`src/design/bwsc_cfg.svh`:
```
// offsets, field positions, reset values and write masks of the bus wait and size block
`ifndef BWSC_CFG_SVH
`define BWSC_CFG_SVH

// register byte offsets on the bus
`define BWSC_OFS_FIRST 8'h00
`define BWSC_OFS_WIDTH 8'h04
`define BWSC_OFS_LONGW 8'h08
`define BWSC_OFS_IWLOW 8'h0C
`define BWSC_OFS_MASK4 8'h10
`define BWSC_OFS_STAT 8'h14

// reset values
`define BWSC_RST_FIRST 16'h03F0
`define BWSC_RST_WIDTH 16'h00FC
`define BWSC_RST_LONGW 16'h0F00
`define BWSC_RST_IWLOW 16'hAAFF
`define BWSC_RST_MASK4 16'h000B

// writable bits; everything else is reserved
`define BWSC_MSK_FIRST 16'h7BFF
`define BWSC_MSK_WIDTH 16'h03FC
`define BWSC_MSK_LONGW 16'h0FC7
`define BWSC_MSK_IWLOW 16'hFFFF
`define BWSC_MSK_MASK4 16'hDF0F

// field positions
`define BWSC_MEMTYPE_LSB 0
`define BWSC_A4LW_LSB 13
`define BWSC_AHLW_LSB 8
`define BWSC_A1LW_LSB 6
`define BWSC_A0LW_LSB 4
`define BWSC_A4LW2_BIT 11
`define BWSC_SHARED_AREA23_LONG_WAIT_HIGH_BIT 10
`define BWSC_A1LW2_BIT 9
`define BWSC_A0LW2_BIT 8
`define BWSC_DSWW_LSB 6
`define BWSC_BANK_COUNT_SELECT_BIT 2
`define BWSC_EDO_BIT 1
`define BWSC_BWE_BIT 0
`define BWSC_IW_LSB 8
`define BWSC_W_LSB 0
`define BWSC_A4WD_LSB 14
`define BWSC_WM_LSB 8
`define BWSC_IW4_LSB 2
`define BWSC_W4_LSB 0
`define BWSC_A4SZ_LSB 8
`define BWSC_A1SZ_LSB 2

`endif

```
`src/design/bwsc_pkg.sv`:
```
// types shared by the bus wait and size block
package bwsc_pkg;
   // kind of memory behind an area
   typedef enum logic [1:0] {
      MK_ORD = 2'b00,
      MK_SDRAM = 2'b01,
      MK_DRAM = 2'b10
   } bwsc_kind_type;
   // access width of the current cycle
   typedef enum logic [1:0] {
      WD_MEMCTRL = 2'b00,
      WD_8 = 2'b01,
      WD_16 = 2'b10,
      WD_32 = 2'b11
   } bwsc_width_type;
   // access sequencer states
   typedef enum logic [2:0] {
      ST_READY = 3'b000,
      ST_GAP = 3'b001,
      ST_WAIT = 3'b010,
      ST_EXT = 3'b011,
      ST_RELEASE = 3'b100,
      ST_DONE = 3'b101
   } bwsc_state_type;
   // all state of the top module
   typedef struct packed {
      logic [15:0] first_r;
      logic [15:0] width_r;
      logic [15:0] longw_r;
      logic [15:0] iwlow_r;
      logic [15:0] mask4_r;
      logic ack;
      logic [31:0] rdata;
      bwsc_state_type st;
      logic [3:0] cnt;
      logic [3:0] wcnt;
      logic [2:0] area;
      logic wr;
      logic ext_en;
      logic [3:0] rel;
      logic waited;
      bwsc_width_type width;
      bwsc_kind_type kind;
      logic prev_valid;
      logic [2:0] prev_area;
      logic prev_rd;
      logic [1:0] prev_idle;
   } bwsc_regs_type;
endpackage : bwsc_pkg

```
`src/design/bwsc_area_if.sv`:
```
// per-area settings carried to a wait decoder and its answer back
`timescale 1ns/10ps
interface bwsc_area_if;
   import bwsc_pkg::*;
   logic [1:0] wait_field; // two-bit wait field of the area
   logic [2:0] long_code; // three-bit long wait code
   logic mask; // external wait mask bit
   bwsc_kind_type kind; // memory kind of the area
   logic [3:0] wait_count; // wait cycles to insert
   logic ext_en; // external wait input honoured
   modport cfg (output wait_field, output long_code, output mask, output kind,
      input wait_count, input ext_en);
   modport dec (input wait_field, input long_code, input mask, input kind,
      output wait_count, output ext_en);
endinterface : bwsc_area_if

```
`src/design/bwsc_area_decode.sv`:
```
// wait count and external wait enable decode for one area
`timescale 1ns/10ps
module bwsc_area_decode
   import bwsc_pkg::*;
(
   // settings in, decoded wait out
   bwsc_area_if.dec a
);
   logic [3:0] long_cycles; // long wait in cycles

   // long wait table
   always_comb begin
      unique case (a.long_code)
         3'b000: long_cycles = 4'h3;
         3'b001: long_cycles = 4'h4;
         3'b010: long_cycles = 4'h5;
         3'b011: long_cycles = 4'h6;
         3'b100: long_cycles = 4'h8;
         3'b101: long_cycles = 4'hA;
         3'b110: long_cycles = 4'hC;
         3'b111: long_cycles = 4'hE;
      endcase
   end

   // interpretation depends on the memory kind
   always_comb begin
      a.wait_count = 4'h0;
      a.ext_en = 1'b0;
      unique case (a.kind)
         MK_ORD: begin
            unique case (a.wait_field)
               2'b00: a.wait_count = 4'h0;
               2'b01: a.wait_count = 4'h1;
               2'b10: a.wait_count = 4'h2;
               2'b11: a.wait_count = long_cycles;
            endcase
            a.ext_en = (a.wait_field != 2'b00) && !a.mask;
         end
         MK_DRAM: begin
            // extra column strobe cycles beyond the first; 11 treated as 3 cycles
            a.wait_count = {2'b00, a.wait_field};
            a.ext_en = !a.mask && (a.wait_field != 2'b00);
         end
         MK_SDRAM: begin
            // read latency 1..4, the wait pin never counts here
            a.wait_count = {2'b00, a.wait_field} + 4'h1;
            a.ext_en = 1'b0;
         end
         default: begin
            a.wait_count = 4'h0;
            a.ext_en = 1'b0;
         end
      endcase
   end
endmodule : bwsc_area_decode

```
`src/design/bwsc_top.sv`:
```
// bus wait and size configuration with its access sequencer and wishbone slave
//
// Chosen here: the Wishbone register port and the placing of the registers.
`timescale 1ns/10ps
`include "bwsc_cfg.svh"
module bwsc_top
   import bwsc_pkg::*;
#(
   parameter bwsc_width_type AREA0_WIDTH = WD_32 // area 0 width, strapped outside
)(
   // clock and reset
   input wire logic clk_i,
   input wire logic rst_i,
   // wishbone slave
   input wire logic cyc_i,
   input wire logic stb_i,
   input wire logic we_i,
   input wire logic [7:0] adr_i,
   input wire logic [3:0] sel_i,
   input wire logic [31:0] dat_i,
   output logic [31:0] dat_o,
   output logic ack_o,
   // external access requests
   input wire logic acc_valid_i,
   input wire logic [2:0] acc_area_i,
   input wire logic acc_write_i,
   output logic acc_ready_o,
   output logic acc_active_o,
   output logic acc_done_o,
   output logic [1:0] acc_width_o,
   // external wait pin, active low
   input wire logic ext_wait_n_i,
   // memory controller side
   input wire logic [2:0] addr_mux_i,
   output logic sdram_two_banks_o,
   output logic dram_edo_mode_o,
   output logic sdram_burst_write_o,
   output logic [1:0] dma_single_waits_o,
   output logic [1:0] area2_kind_o,
   output logic [1:0] area3_kind_o
);
   bwsc_regs_type r; // registered state
   bwsc_regs_type n; // next state

   // per-area carriers
   bwsc_area_if area_if[5](); // one carrier per area
   bwsc_kind_type kind2; // area 2 memory kind
   bwsc_kind_type kind3; // area 3 memory kind
   // gathered settings
   logic [1:0] wf [5]; // wait fields
   logic [2:0] lc [5]; // long codes
   logic [1:0] iw [5]; // idle fields
   // decoder answers
   logic [3:0] dec_cnt [5]; // decoded wait counts
   logic dec_ext [5]; // decoded wait enables
   bwsc_kind_type knd [5]; // kinds per area

   // memory type field classifies areas 2 and 3; reserved codes fall to ordinary
   always_comb begin
      kind2 = MK_ORD;
      kind3 = MK_ORD;
      unique case (r.first_r[`BWSC_MEMTYPE_LSB +: 3])
         3'b001: kind3 = MK_SDRAM;
         3'b010: kind3 = MK_DRAM;
         3'b100: kind2 = MK_SDRAM;
         // both areas synchronous
         3'b101: begin
            kind2 = MK_SDRAM;
            kind3 = MK_SDRAM;
         end
         // ordinary and reserved codes
         default: begin
            kind2 = MK_ORD;
            kind3 = MK_ORD;
         end
      endcase
   end

   // per-area field gathering
   always_comb begin
      for (int i = 0; i < 4; i++) begin
         wf[i] = r.iwlow_r[`BWSC_W_LSB + 2 * i +: 2];
         iw[i] = r.iwlow_r[`BWSC_IW_LSB + 2 * i +: 2];
      end
      // area 4 fields sit in the mask register
      wf[4] = r.mask4_r[`BWSC_W4_LSB +: 2];
      iw[4] = r.mask4_r[`BWSC_IW4_LSB +: 2];
      // long code: top bit apart from the low two
      lc[0] = {r.longw_r[`BWSC_A0LW2_BIT], r.first_r[`BWSC_A0LW_LSB +: 2]};
      lc[1] = {r.longw_r[`BWSC_A1LW2_BIT], r.first_r[`BWSC_A1LW_LSB +: 2]};
      // one code serves both areas 2 and 3
      lc[2] = {r.longw_r[`BWSC_SHARED_AREA23_LONG_WAIT_HIGH_BIT], r.first_r[`BWSC_AHLW_LSB +: 2]};
      lc[3] = lc[2];
      lc[4] = {r.longw_r[`BWSC_A4LW2_BIT], r.first_r[`BWSC_A4LW_LSB +: 2]};
      // only areas 2 and 3 vary
      knd[0] = MK_ORD;
      knd[1] = MK_ORD;
      knd[2] = kind2;
      knd[3] = kind3;
      knd[4] = MK_ORD;
   end

   // one decoder per area
   for (genvar g = 0; g < 5; g++) begin : g_area
      assign area_if[g].wait_field = wf[g];
      assign area_if[g].long_code = lc[g];
      assign area_if[g].mask = r.mask4_r[`BWSC_WM_LSB + g];
      assign area_if[g].kind = knd[g];
      assign dec_cnt[g] = area_if[g].wait_count;
      assign dec_ext[g] = area_if[g].ext_en;
      // each decoder sees its own area only
      bwsc_area_decode bwsc_area_decode_inst (
         .a (area_if[g].dec)
      );
   end

   // idle field code to cycles
   function automatic logic [3:0] idle_cycles(input logic [1:0] f);
      logic [3:0] c;
      c = 4'h0;
      // top code is four, not three
      unique case (f)
         2'b00: c = 4'h0;
         2'b01: c = 4'h1;
         2'b10: c = 4'h2;
         2'b11: c = 4'h4;
      endcase
      return c;
   endfunction : idle_cycles

   // area 4 release delay code to cycles; reserved 11 treated as 4
   function automatic logic [3:0] release_cycles(input logic [1:0] f);
      logic [3:0] c;
      c = 4'h1;
      // reserved 11 stretches to the longest
      unique case (f)
         2'b00: c = 4'h1;
         2'b01: c = 4'h2;
         2'b10: c = 4'h4;
         2'b11: c = 4'h4;
      endcase
      return c;
   endfunction : release_cycles

   // width of an area from its two-bit field
   function automatic bwsc_width_type width_of(input logic [2:0] ar, input logic [15:0] wr,
         input bwsc_kind_type k);
      logic [1:0] f;
      bwsc_width_type w;
      f = 2'b00;
      w = WD_32;
      // area 4 reads 00 as 32-bit too
      if (ar == 3'd4) begin
         f = wr[`BWSC_A4SZ_LSB +: 2];
         unique case (f)
            2'b01: w = WD_8;
            2'b10: w = WD_16;
            default: w = WD_32;
         endcase
      end else if (ar == 3'd0) begin
         // area 0 is strapped, not programmed
         w = AREA0_WIDTH;
      end else if (k != MK_ORD) begin
         // dram kinds take their width from the memory controller
         w = WD_MEMCTRL;
      end else begin
         f = wr[`BWSC_A1SZ_LSB + 2 * (32'(ar) - 1) +: 2];
         unique case (f)
            2'b01: w = WD_8;
            2'b10: w = WD_16;
            default: w = WD_32; // 00 must not be programmed
         endcase
      end
      return w;
   endfunction : width_of

   // byte-lane write with reserved bits forced to zero
   function automatic logic [15:0] lane_write(input logic [15:0] old, input logic [31:0] d,
         input logic [3:0] s, input logic [15:0] m);
      logic [15:0] v;
      v = old;
      // only the low half is implemented
      if (s[0]) begin
         v[7:0] = d[7:0];
      end
      if (s[1]) begin
         v[15:8] = d[15:8];
      end
      return v & m;
   endfunction : lane_write

   logic bus_req; // valid wishbone request
   logic [2:0] sel_area; // requested area, clamped to a legal index
   logic need_gap; // idle cycles needed before this access

   // next-state logic: register file and access sequencer
   always_comb begin
      n = r;
      bus_req = cyc_i && stb_i;
      sel_area = (acc_area_i > 3'd4) ? 3'd4 : acc_area_i;
      // a change of area, or a read followed by a write, needs turnaround
      need_gap = r.prev_valid &&
         ((sel_area != r.prev_area) || (r.prev_rd && acc_write_i));

      // ack rises one cycle after the request and drops right after
      n.ack = bus_req && !r.ack;
      if (bus_req && !r.ack) begin
         unique case (adr_i)
            `BWSC_OFS_FIRST: n.rdata = {16'h0000, r.first_r};
            `BWSC_OFS_WIDTH: n.rdata = {16'h0000, r.width_r};
            `BWSC_OFS_LONGW: n.rdata = {16'h0000, r.longw_r};
            `BWSC_OFS_IWLOW: n.rdata = {16'h0000, r.iwlow_r};
            `BWSC_OFS_MASK4: n.rdata = {16'h0000, r.mask4_r};
            // live sequencer view, read only
            `BWSC_OFS_STAT: n.rdata = {16'h0000, 1'b0, r.st, r.area, r.prev_area,
               1'b0, r.cnt, r.waited};
            default: n.rdata = 32'h0000_0000; // unmapped reads zero
         endcase
      end

      // write lands on the edge where ack is seen; sequencer snapshots isolate it
      if (bus_req && r.ack && we_i) begin
         unique case (adr_i)
            `BWSC_OFS_FIRST: n.first_r = lane_write(r.first_r, dat_i, sel_i, `BWSC_MSK_FIRST);
            `BWSC_OFS_WIDTH: n.width_r = lane_write(r.width_r, dat_i, sel_i, `BWSC_MSK_WIDTH);
            `BWSC_OFS_LONGW: n.longw_r = lane_write(r.longw_r, dat_i, sel_i, `BWSC_MSK_LONGW);
            `BWSC_OFS_IWLOW: n.iwlow_r = lane_write(r.iwlow_r, dat_i, sel_i, `BWSC_MSK_IWLOW);
            `BWSC_OFS_MASK4: n.mask4_r = lane_write(r.mask4_r, dat_i, sel_i, `BWSC_MSK_MASK4);
            // status and holes ignore writes
            default: n.rdata = r.rdata; // unmapped or read-only: write dropped
         endcase
      end

      // sequencer
      unique case (r.st)
         ST_READY: begin
            // idle until a request
            if (acc_valid_i) begin
               // settings frozen here for the whole cycle
               n.area = sel_area;
               n.wr = acc_write_i;
               n.ext_en = dec_ext[sel_area];
               n.rel = release_cycles(r.mask4_r[`BWSC_A4WD_LSB +: 2]);
               n.width = width_of(sel_area, r.width_r, knd[sel_area]);
               n.kind = knd[sel_area];
               n.waited = 1'b0;
               n.wcnt = dec_cnt[sel_area];
               // gap length comes from the area of the previous cycle
               n.cnt = need_gap ? idle_cycles(r.prev_idle) : 4'h0;
               n.st = ST_GAP;
            end
         end

         ST_GAP: begin
            // idle cycles run first
            if (r.cnt == 4'h0) begin
               n.cnt = r.wcnt;
               n.st = ST_WAIT;
            end else begin
               n.cnt = r.cnt - 4'h1;
            end
         end

         ST_WAIT: begin
            // programmed waits count down
            if (r.cnt == 4'h0) begin
               n.st = ST_EXT;
            end else begin
               n.cnt = r.cnt - 4'h1;
            end
         end

         ST_EXT: begin
            // wait pin sampled only after the programmed waits
            if (r.ext_en && !ext_wait_n_i) begin
               // held while the pin asks
               n.waited = 1'b1;
            end else if (r.area == 3'd4 && r.waited) begin
               n.cnt = r.rel - 4'h1;
               n.st = ST_RELEASE;
            end else begin
               n.st = ST_DONE;
            end
         end

         ST_RELEASE: begin
            // area 4 strobe release delay
            if (r.cnt == 4'h0) begin
               n.st = ST_DONE;
            end else begin
               n.cnt = r.cnt - 4'h1;
            end
         end

         ST_DONE: begin
            // history for the next gap
            n.prev_valid = 1'b1;
            n.prev_area = r.area;
            n.prev_rd = !r.wr;
            n.prev_idle = iw[r.area];
            n.st = ST_READY;
         end

         default: n.st = ST_READY;
      endcase
   end

   // state register, synchronous reset
   always_ff @(posedge clk_i) begin
      if (rst_i) begin
         // history clears, registers reload
         r <= '0;
         r.first_r <= `BWSC_RST_FIRST;
         r.width_r <= `BWSC_RST_WIDTH;
         r.longw_r <= `BWSC_RST_LONGW;
         r.iwlow_r <= `BWSC_RST_IWLOW;
         r.mask4_r <= `BWSC_RST_MASK4;
         r.st <= ST_READY;
         r.width <= WD_32;
         r.kind <= MK_ORD;
      end else begin
         r <= n;
      end
   end

   // outputs
   assign dat_o = r.rdata;
   assign ack_o = r.ack;
   // handshakes decode the state register
   assign acc_ready_o = (r.st == ST_READY);
   assign acc_active_o = (r.st == ST_WAIT) || (r.st == ST_EXT) || (r.st == ST_RELEASE);
   assign acc_done_o = (r.st == ST_DONE);
   assign acc_width_o = r.width;

   // bank count matters only for the 64-Mbit multiplex codes
   assign sdram_two_banks_o = (addr_mux_i[2:1] == 2'b10) &&
      r.longw_r[`BWSC_BANK_COUNT_SELECT_BIT];
   assign dram_edo_mode_o = (kind3 == MK_DRAM) && r.longw_r[`BWSC_EDO_BIT];
   assign sdram_burst_write_o = ((kind2 == MK_SDRAM) || (kind3 == MK_SDRAM)) &&
      r.longw_r[`BWSC_BWE_BIT];

   // reserved code 11 clamps to two waits
   assign dma_single_waits_o = (r.longw_r[`BWSC_DSWW_LSB +: 2] == 2'b11) ? 2'b10 :
      r.longw_r[`BWSC_DSWW_LSB +: 2];
   // memory kinds for the controller
   assign area2_kind_o = kind2;
   assign area3_kind_o = kind3;
endmodule : bwsc_top

```
`config.mk`:
```
export PLATFORM = sky130hd
export DESIGN_NAME = bwsc_top
export DESIGN_NICKNAME = d
export VERILOG_FILES = /design/src/design/bwsc_pkg.sv /design/src/design/bwsc_area_if.sv /design/src/design/bwsc_area_decode.sv /design/src/design/bwsc_top.sv
export VERILOG_INCLUDE_DIRS = /design/src /design/src/design
export SDC_FILE = /design/constraint.sdc
export NUM_CORES = 1
export LEC_CHECK = 0
export BUFFER_PORTS_ARGS = -buffer_cell sky130_fd_sc_hd__buf_4
export CORE_MARGIN = 5
export CORE_UTILIZATION = 40
export CTS_CLUSTER_DIAMETER = 50
export CTS_CLUSTER_SIZE = 20
export DETAILED_ROUTE_END_ITERATION = 8
export PLACE_DENSITY = 0.56
export SLEW_MARGIN = 20
export SYNTH_ARGS = -nofsm -noshare
export SYNTH_HDL_FRONTEND = slang
export SYNTH_HIERARCHICAL = 1
export SYNTH_SLANG_ARGS = --single-unit
```
`constraint.sdc`:
```
create_clock -name clk_i -period 2.5 [get_ports clk_i]
set_clock_uncertainty 0.05 [all_clocks]
set_input_delay 0.125 -clock clk_i [delete_from_list [all_inputs] [get_ports clk_i]]
set_output_delay 0.125 -clock clk_i [all_outputs]
set_load 0.01 [all_outputs]
```
* Word-level counts from Yosys, hierarchy flattened
Memory sizes are Yosys's and may differ from the RTL's.
Cells that the tools add are included.
** Storage, ports and cells
- Register bits after elaboration :: 123
- Memory bits (read-only) :: 160
- Input port bits :: 58
- Output and inout port bits :: 47
- Word-level logic and storage cells :: 220
- Memories kept :: 5
** Operators by class
- $add $sub $neg :: 6
- $lt $le $gt $ge :: 3
- Equal/unequal tests :: 57
- Shifts and indexed selects :: 1
- Mux-type cells :: 50
- Bitwise logic cells :: 2
- Reductions and logical operators :: 70
** Memory list
- (name not given) :: depth 8, bits a word 4, rd ports 1, clocked after memory_dff 0, write ports 0, RTL line bwsc_area_decode.sv:13 : unique case (a.long_code)
- (name not given) :: depth 8, bits a word 4, rd ports 1, clocked after memory_dff 0, write ports 0, RTL line bwsc_area_decode.sv:13
- (name not given) :: depth 8, bits a word 4, rd ports 1, clocked after memory_dff 0, write ports 0, RTL line bwsc_area_decode.sv:13
- (name not given) :: depth 8, bits a word 4, rd ports 1, clocked after memory_dff 0, write ports 0, RTL line bwsc_area_decode.sv:13
- (name not given) :: depth 8, bits a word 4, rd ports 1, clocked after memory_dff 0, write ports 0, RTL line bwsc_area_decode.sv:13
** Operator list (number)
- 4-bit one-hot mux with 4 select lines :: 7
- 32-bit 2-to-1 mux :: 3
- 16-bit one-hot mux with 6 select lines :: 1
- 2-bit equality test, second input constant :: 19
- 4-bit one-hot mux with 3 select lines :: 3
- 3-bit AND reduction :: 11
- 16-bit by 33-bit variable part select with 2-bit output :: 1
- 25-bit 2-to-1 mux :: 1
- 4-bit 2-to-1 mux :: 6
- 2-bit by 1-bit equality test with 1-bit output, second input constant :: 10
- 3-bit equality test, second input constant :: 6
- 2-bit zero test :: 9
- 2-bit inequality test, second input constant :: 9
- 8-bit by 4-bit equality test with 1-bit output, second input constant :: 2
- 8-bit by 5-bit equality test with 1-bit output, second input constant :: 2
- 1-bit logical AND :: 16
- 2-bit 2-to-1 mux :: 8
- 3-bit one-hot mux with 5 select lines :: 1
- 2-bit nonzero test :: 7
- 2-bit binary-select mux with 3-bit select :: 2
- 4-bit binary-select mux with 3-bit select :: 1
- 3-bit 2-to-1 mux :: 4
- 2-bit one-hot mux with 2 select lines :: 3
- 2-bit OR reduction :: 6
- 26 further kinds :: 51

* Longest topological paths before layout
- Word-level depth :: 12
- Gate-level depth with buffers :: 8
- Gate-level depth less buffers :: 8

* Modules after synthesis
Netlist, hierarchy kept.
** Modules (own cells, without submodules)
- bwsc_top :: instances 1, cells each 632, area each 5657.9 µm², seq. area each 2082.0 µm²
- bwsc_area_decode :: instances 5, cells each 26, area each 175.2 µm², seq. area each 0.0 µm²

* Worst setup path before layout
OpenSTA, ideal clock, no wires.
- Kind :: reg-to-reg
- Start point :: register r[130] (netlist bit)
- End point :: register r[22] (netlist bit)
- Setup time :: 0.137 ns
- Data arrival time :: 2.037 ns
- Data required time :: 2.313 ns
- Setup slack :: 0.275 ns
- Cell stages (with the launch flop) :: 8
- Path buffers :: 0
- Period minus slack after synthesis :: 2.225 ns
- Cells stage by stage :: dfxtp_1 nor3b_1 nor2b_1 o2111ai_1 o211ai_1 mux4_2 mux2i_1 a211oi_1
** On the way
- Longest elaborated chain between the ends :: 8
- Elaborated cells between the ends (all ways) :: 19
- Classes of those cells :: 8 x eq/ne; 7 x mux; 4 x reduce/logical
** Ends and longest elaborated chain
- start, declared :: RTL line bwsc_top.sv:42 : bwsc_regs_type r;
- start signal, assigned :: RTL line bwsc_top.sv:322 : r <= n;
- 3-bit equality test or 3-bit by 1-bit equality test with 1-bit output (tied branches) :: RTL line bwsc_top.sv:62 : unique case (r.first_r[`BWSC_MEMTYPE_LSB +: 3])
- 2-bit OR reduction (no line)
- 2-bit one-hot mux with 2 select lines (*) :: RTL line bwsc_top.sv:62
- named net area3_kind_o[1] :: RTL line bwsc_top.sv:40 : output logic [1:0] area3_kind_o
- 2-bit by 1-bit equality test with 1-bit output, or another cell as far along :: RTL line bwsc_area_decode.sv:29 : unique case (a.kind)
- 4-bit one-hot mux with 3 select lines (*) :: RTL line bwsc_area_decode.sv:29
- named net area_if[3].wait_count[1] :: RTL line bwsc_area_if.sv:9 : logic [3:0] wait_count;
- 4-bit binary-select mux with 3-bit select (*) :: RTL line bwsc_top.sv:247 : n.wcnt = dec_cnt[sel_area];
- 4-bit 2-to-1 mux (not written as such) (*) (2 in series) :: RTL line bwsc_top.sv:247
The timed path passes the listed nets; every way through them passes the cells marked *. The select of a mux whose other input is x is not followed.
A chain may end at the register's enable or synchronous reset.

* Worst setup path after layout
- Start point :: register r[130] (netlist bit)
- End point :: register r[22] (netlist bit)
** On the way
- Longest elaborated chain between the ends :: 8
- Elaborated cells between the ends (all ways) :: 19
- Classes of those cells :: 8 x eq/ne; 7 x mux; 4 x reduce/logical
** Ends and longest elaborated chain (RTL line)
- 3-bit equality test or 3-bit by 1-bit equality test with 1-bit output (tied branches) :: bwsc_top.sv:62
- 2-bit OR reduction (no line)
- 2-bit one-hot mux with 2 select lines (*) :: bwsc_top.sv:62
- 2-bit by 1-bit equality test with 1-bit output, or another cell as far along :: bwsc_area_decode.sv:29
- 4-bit one-hot mux with 3 select lines (*) :: bwsc_area_decode.sv:29
- named net area_if[3].wait_count[1] :: bwsc_area_if.sv:9
- 4-bit binary-select mux with 3-bit select (*) :: bwsc_top.sv:247
- 4-bit 2-to-1 mux (not written as such) (*) (2 in series) :: bwsc_top.sv:247
Marks and branches as above.

==> results.json <==
{
  "p_sw_share_pct": 32.8,
  "power_switching_uw": 1540,
  "cp-start-kind": "flop",
  "grt_pass1_wl_um": 30400,
  "die_x_um": 138,
  "cp-endpoint": "r[22]",
  "async_reset_ff_share_pct": 0,
  "stdcell_count": 1079,
  "clockBufferDepth": 2,
  "critPathKind": "flop to flop",
  "layout_common_cells": "104 x dfxtp_1, 94 x nor2_1, 91 x buf_4",
  "drt-initial-drc-count": 378,
  "diodes": 0,
  "clkTransAtPathRegs_ps": 70,
  "crit_arrival_ps": 2310,
  "chipHeight_um": 138,
  "antenna_found_initial": 0,
  "powerDensity_mw_per_mm2": 606,
  "n_fill_cell": 1587,
  "hold_path_class": "primary input to flop",
  "fin_hold_ws_ps": 11.9,
  "cellLeakagePower_uw": 0.00333,
  "cts_tree": "built",
  "cp_cell_sequence": "nor3b_1 -> buf_4 -> nor2b_1 -> o2111ai_1 -> o211ai_1 -> mux4_2 -> mux2i_1 -> a211oi_1",
  "combPwrFrac_pct": 26.5,
  "fin_crit_sh_pct": 85.7,
  "initial_core_util_pct": 41.0,
  "drc": 0,
  "cts_hold_buf": 16,
  "ys_warn_count": 6,
  "cp_num_buf_inv": 1,
  "drv_cap": 0,
  "synth_largest_area_cell": "dfxtp_1",
  "synth_area_leaders": "dfxtp_1 32%, mux2i_1 7.4%, nor2_1 5.4%",
  "irDropWorstVdd_v": 0.000544,
  "cp.depth": 8,
  "rr_startpoint": "r[130]",
  "fmax_ghz": 0.467,
  "nNetsFinal": 934,
  "p_int_uw": 3150,
  "r2r_slack_ps": 360,
  "worstMarginPinSlew_ps": 600,
  "final_common_cell": "dfxtp_1",
  "pwr-share-clk_pct": 33.8,
  "rsz0062_at_grt": "false",
  "dp_hpwl_um": 14600,
  "avgRoutedWirePerCell_um": 18.0,
  "tns_ps": 0,
  "postSynthCellCount": 762,
  "coreArea_mm2": 0.0159,
  "yosysSeqAreaShare_pct": 31.9,
  "design.die.area_mm2": 0.0190,
  "post_cts_buffers": 0,
  "synth.distinct_cells": 67,
  "gp_congestion": 0.892,
  "slowest_delay_ps": 520,
  "crit_slowest_cell": "mux4_2",
  "multiInputGateArea_mm2": 0.00404,
  "fin_crit_ps": 2140,
  "io_pins": 105,
  "numCtsBuffers": 9,
  "synth_top_area_share_pct": 31.9,
  "dr.pass1.iters": 5,
  "cts_resized": 0,
  "grtUsageTotal_pct": 20.9,
  "required_ps": 2670,
  "maxSlewHeadroom_pct": 60.0,
  "grt_max_degree": 65,
  "reg2reg_to": "r[22]",
  "worstSetupEndpointType": "flop",
  "cp-startpoint": "r[130]",
  "cts.sinks": 104,
  "clock_latency_ps": 360,
  "grt-ovfl-total": 0,
  "synthFlopType": "dfxtp_1",
  "grt_pass1_vias": 5510,
  "vias": 5770,
  "avgSynthCellArea_um2": 8.57,
  "design_area_mm2": 0.00775,
  "regArea_mm2": 0.00208,
  "ff2ff_path_depth": 8,
  "worst_slack_ps": 358,
  "cts-htree-levels": 3,
  "synth_edf_count": 0,
  "antenna_left": 0,
  "drive_above_1_share_pct": 17.7,
  "ys_ff_latch": 104,
  "dpl_cell_area_mm2": 0.00726,
  "status": "completed",
  "netlist_area_mm2": 0.00653,
  "setup_viol": 0,
  "routed_wl_um": 19400,
  "row_count": 46,
  "io_buffers": 68,
  "layout-area-overhead-vs-synth_pct": 18.6,
  "critPathMaxFanout": 7,
  "finalHoldViolations": 0,
  "post-place-ws_ps": 309,
  "crit_family": "multiplexers",
  "cts-root-buf": "clkbuf_16",
  "slew_violations": 0,
  "place_inst": 1047,
  "via_per_inst": 5.35,
  "seqPwrFrac_pct": 39.7
}
==> layout make-up <==
cell class	instances	share of cell area (%)
flip-flops and latches	104	26.9
clock inverters	7	1.36
well taps	216	3.49
multi-input cells	591	52.1
repair buffers	108	11.1
inverters	44	2.13
clock buffers	9	2.91
==> state kept, by name (all words and copies together), names as in the netlist <==
register,count
acc_width_o,2
ack_o,1
area_if.long_code,12
area_if.mask,5
area_if.wait_field,10
dat_o,16
iw,10
r,48
==> synthesized netlist by cell type, drive strengths merged (10+ instances only) <==
| library cell | number |
|---|---|
| nor3b | 10 |
| nand2 | 35 |
| dfxtp | 104 |
| a22o | 14 |
| clkbuf | 33 |
| a211oi | 20 |
| mux2i | 48 |
| a21oi | 30 |
| inv | 44 |
| nor3 | 24 |
| o21ai | 18 |
| nor2 | 95 |
| buf | 47 |
| ha | 18 |
| a211o | 31 |
| a22oi | 12 |
| nor2b | 44 |
==> power groups by stage <==
| stage | registers, uW | clock network [uW] | logic [uW] |
|---|---|---|---|
| 2_1_floorplan | 1850 | 0 | 905 |
| 3_3_place_gp | 1900 | 0 | 1190 |
| 3_5_place_dp | 1900 | 0 | 1210 |
| 4_1_cts | 1860 | 1620 | 1240 |
| 5_1_grt | 1870 | 1680 | 1380 |
| 6_report | 1860 | 1590 | 1240 |
==> routing by layer <==
| layer | GRT usage, % | vias up | routed length [um] |
|---|---|---|---|
| met5 | 0 | - | 0 |
| met4 | 6.31 | 0 | 391 |
| met3 | 3.65 | 22 | 911 |
| met2 | 35.2 | 139 | 9690 |
| met1 | 27.4 | 2758 | 8450 |
| li1 | - | 2851 | - |
==> cells by family (layout without fill, tap and decap cells) <==
logic type / Yosys count / after routing / synth area share (%)
mux: 65 / 65 / 11.7
other cells: 1 / 58 / 0.0574
simple gates: 263 / 263 / 21.8
buf+inv: 124 / 168 / 9.65
compound gates: 183 / 183 / 21.0
flops: 104 / 104 / 31.9
fa+ha+maj: 18 / 18 / 3.45
xor+xnor: 4 / 4 / 0.536
==> per-stage QoR <==
| stage | power, uW | util (%) |
|---|---|---|
| finish | 4690 | 48.6 |
| floorplan | 2750 | - |
| detailed placement | 3110 | 45.5 |
| CTS | 4720 | 48.6 |
| global route | 4940 | 48.6 |
| global placement | 3080 | 45.5 |
==> worst min-delay path by stage <==
stage	slack (ps)	to	from	cells after the start
global route	20	r[121]	dat_i[8]	3
detailed placement	300	iw[5]	dat_i[13]	2
finish	10	r[121]	dat_i[8]	3
global placement	300	iw[5]	dat_i[13]	2
floorplan	190	iw[7]	dat_i[11]	1
CTS	5	r[121]	dat_i[8]	3
==> worst reg2reg max path, delay by kind of cell (launching register included) <==
kind                   cells  cell delay (ps)
buffers and inverters      1              200
AO/OA/AOI/OAI              3              290
AND/OR/NAND/NOR            2              350
flip-flops                 1              430
multiplexers               2              700
Power figures use the tool's default switching activity.
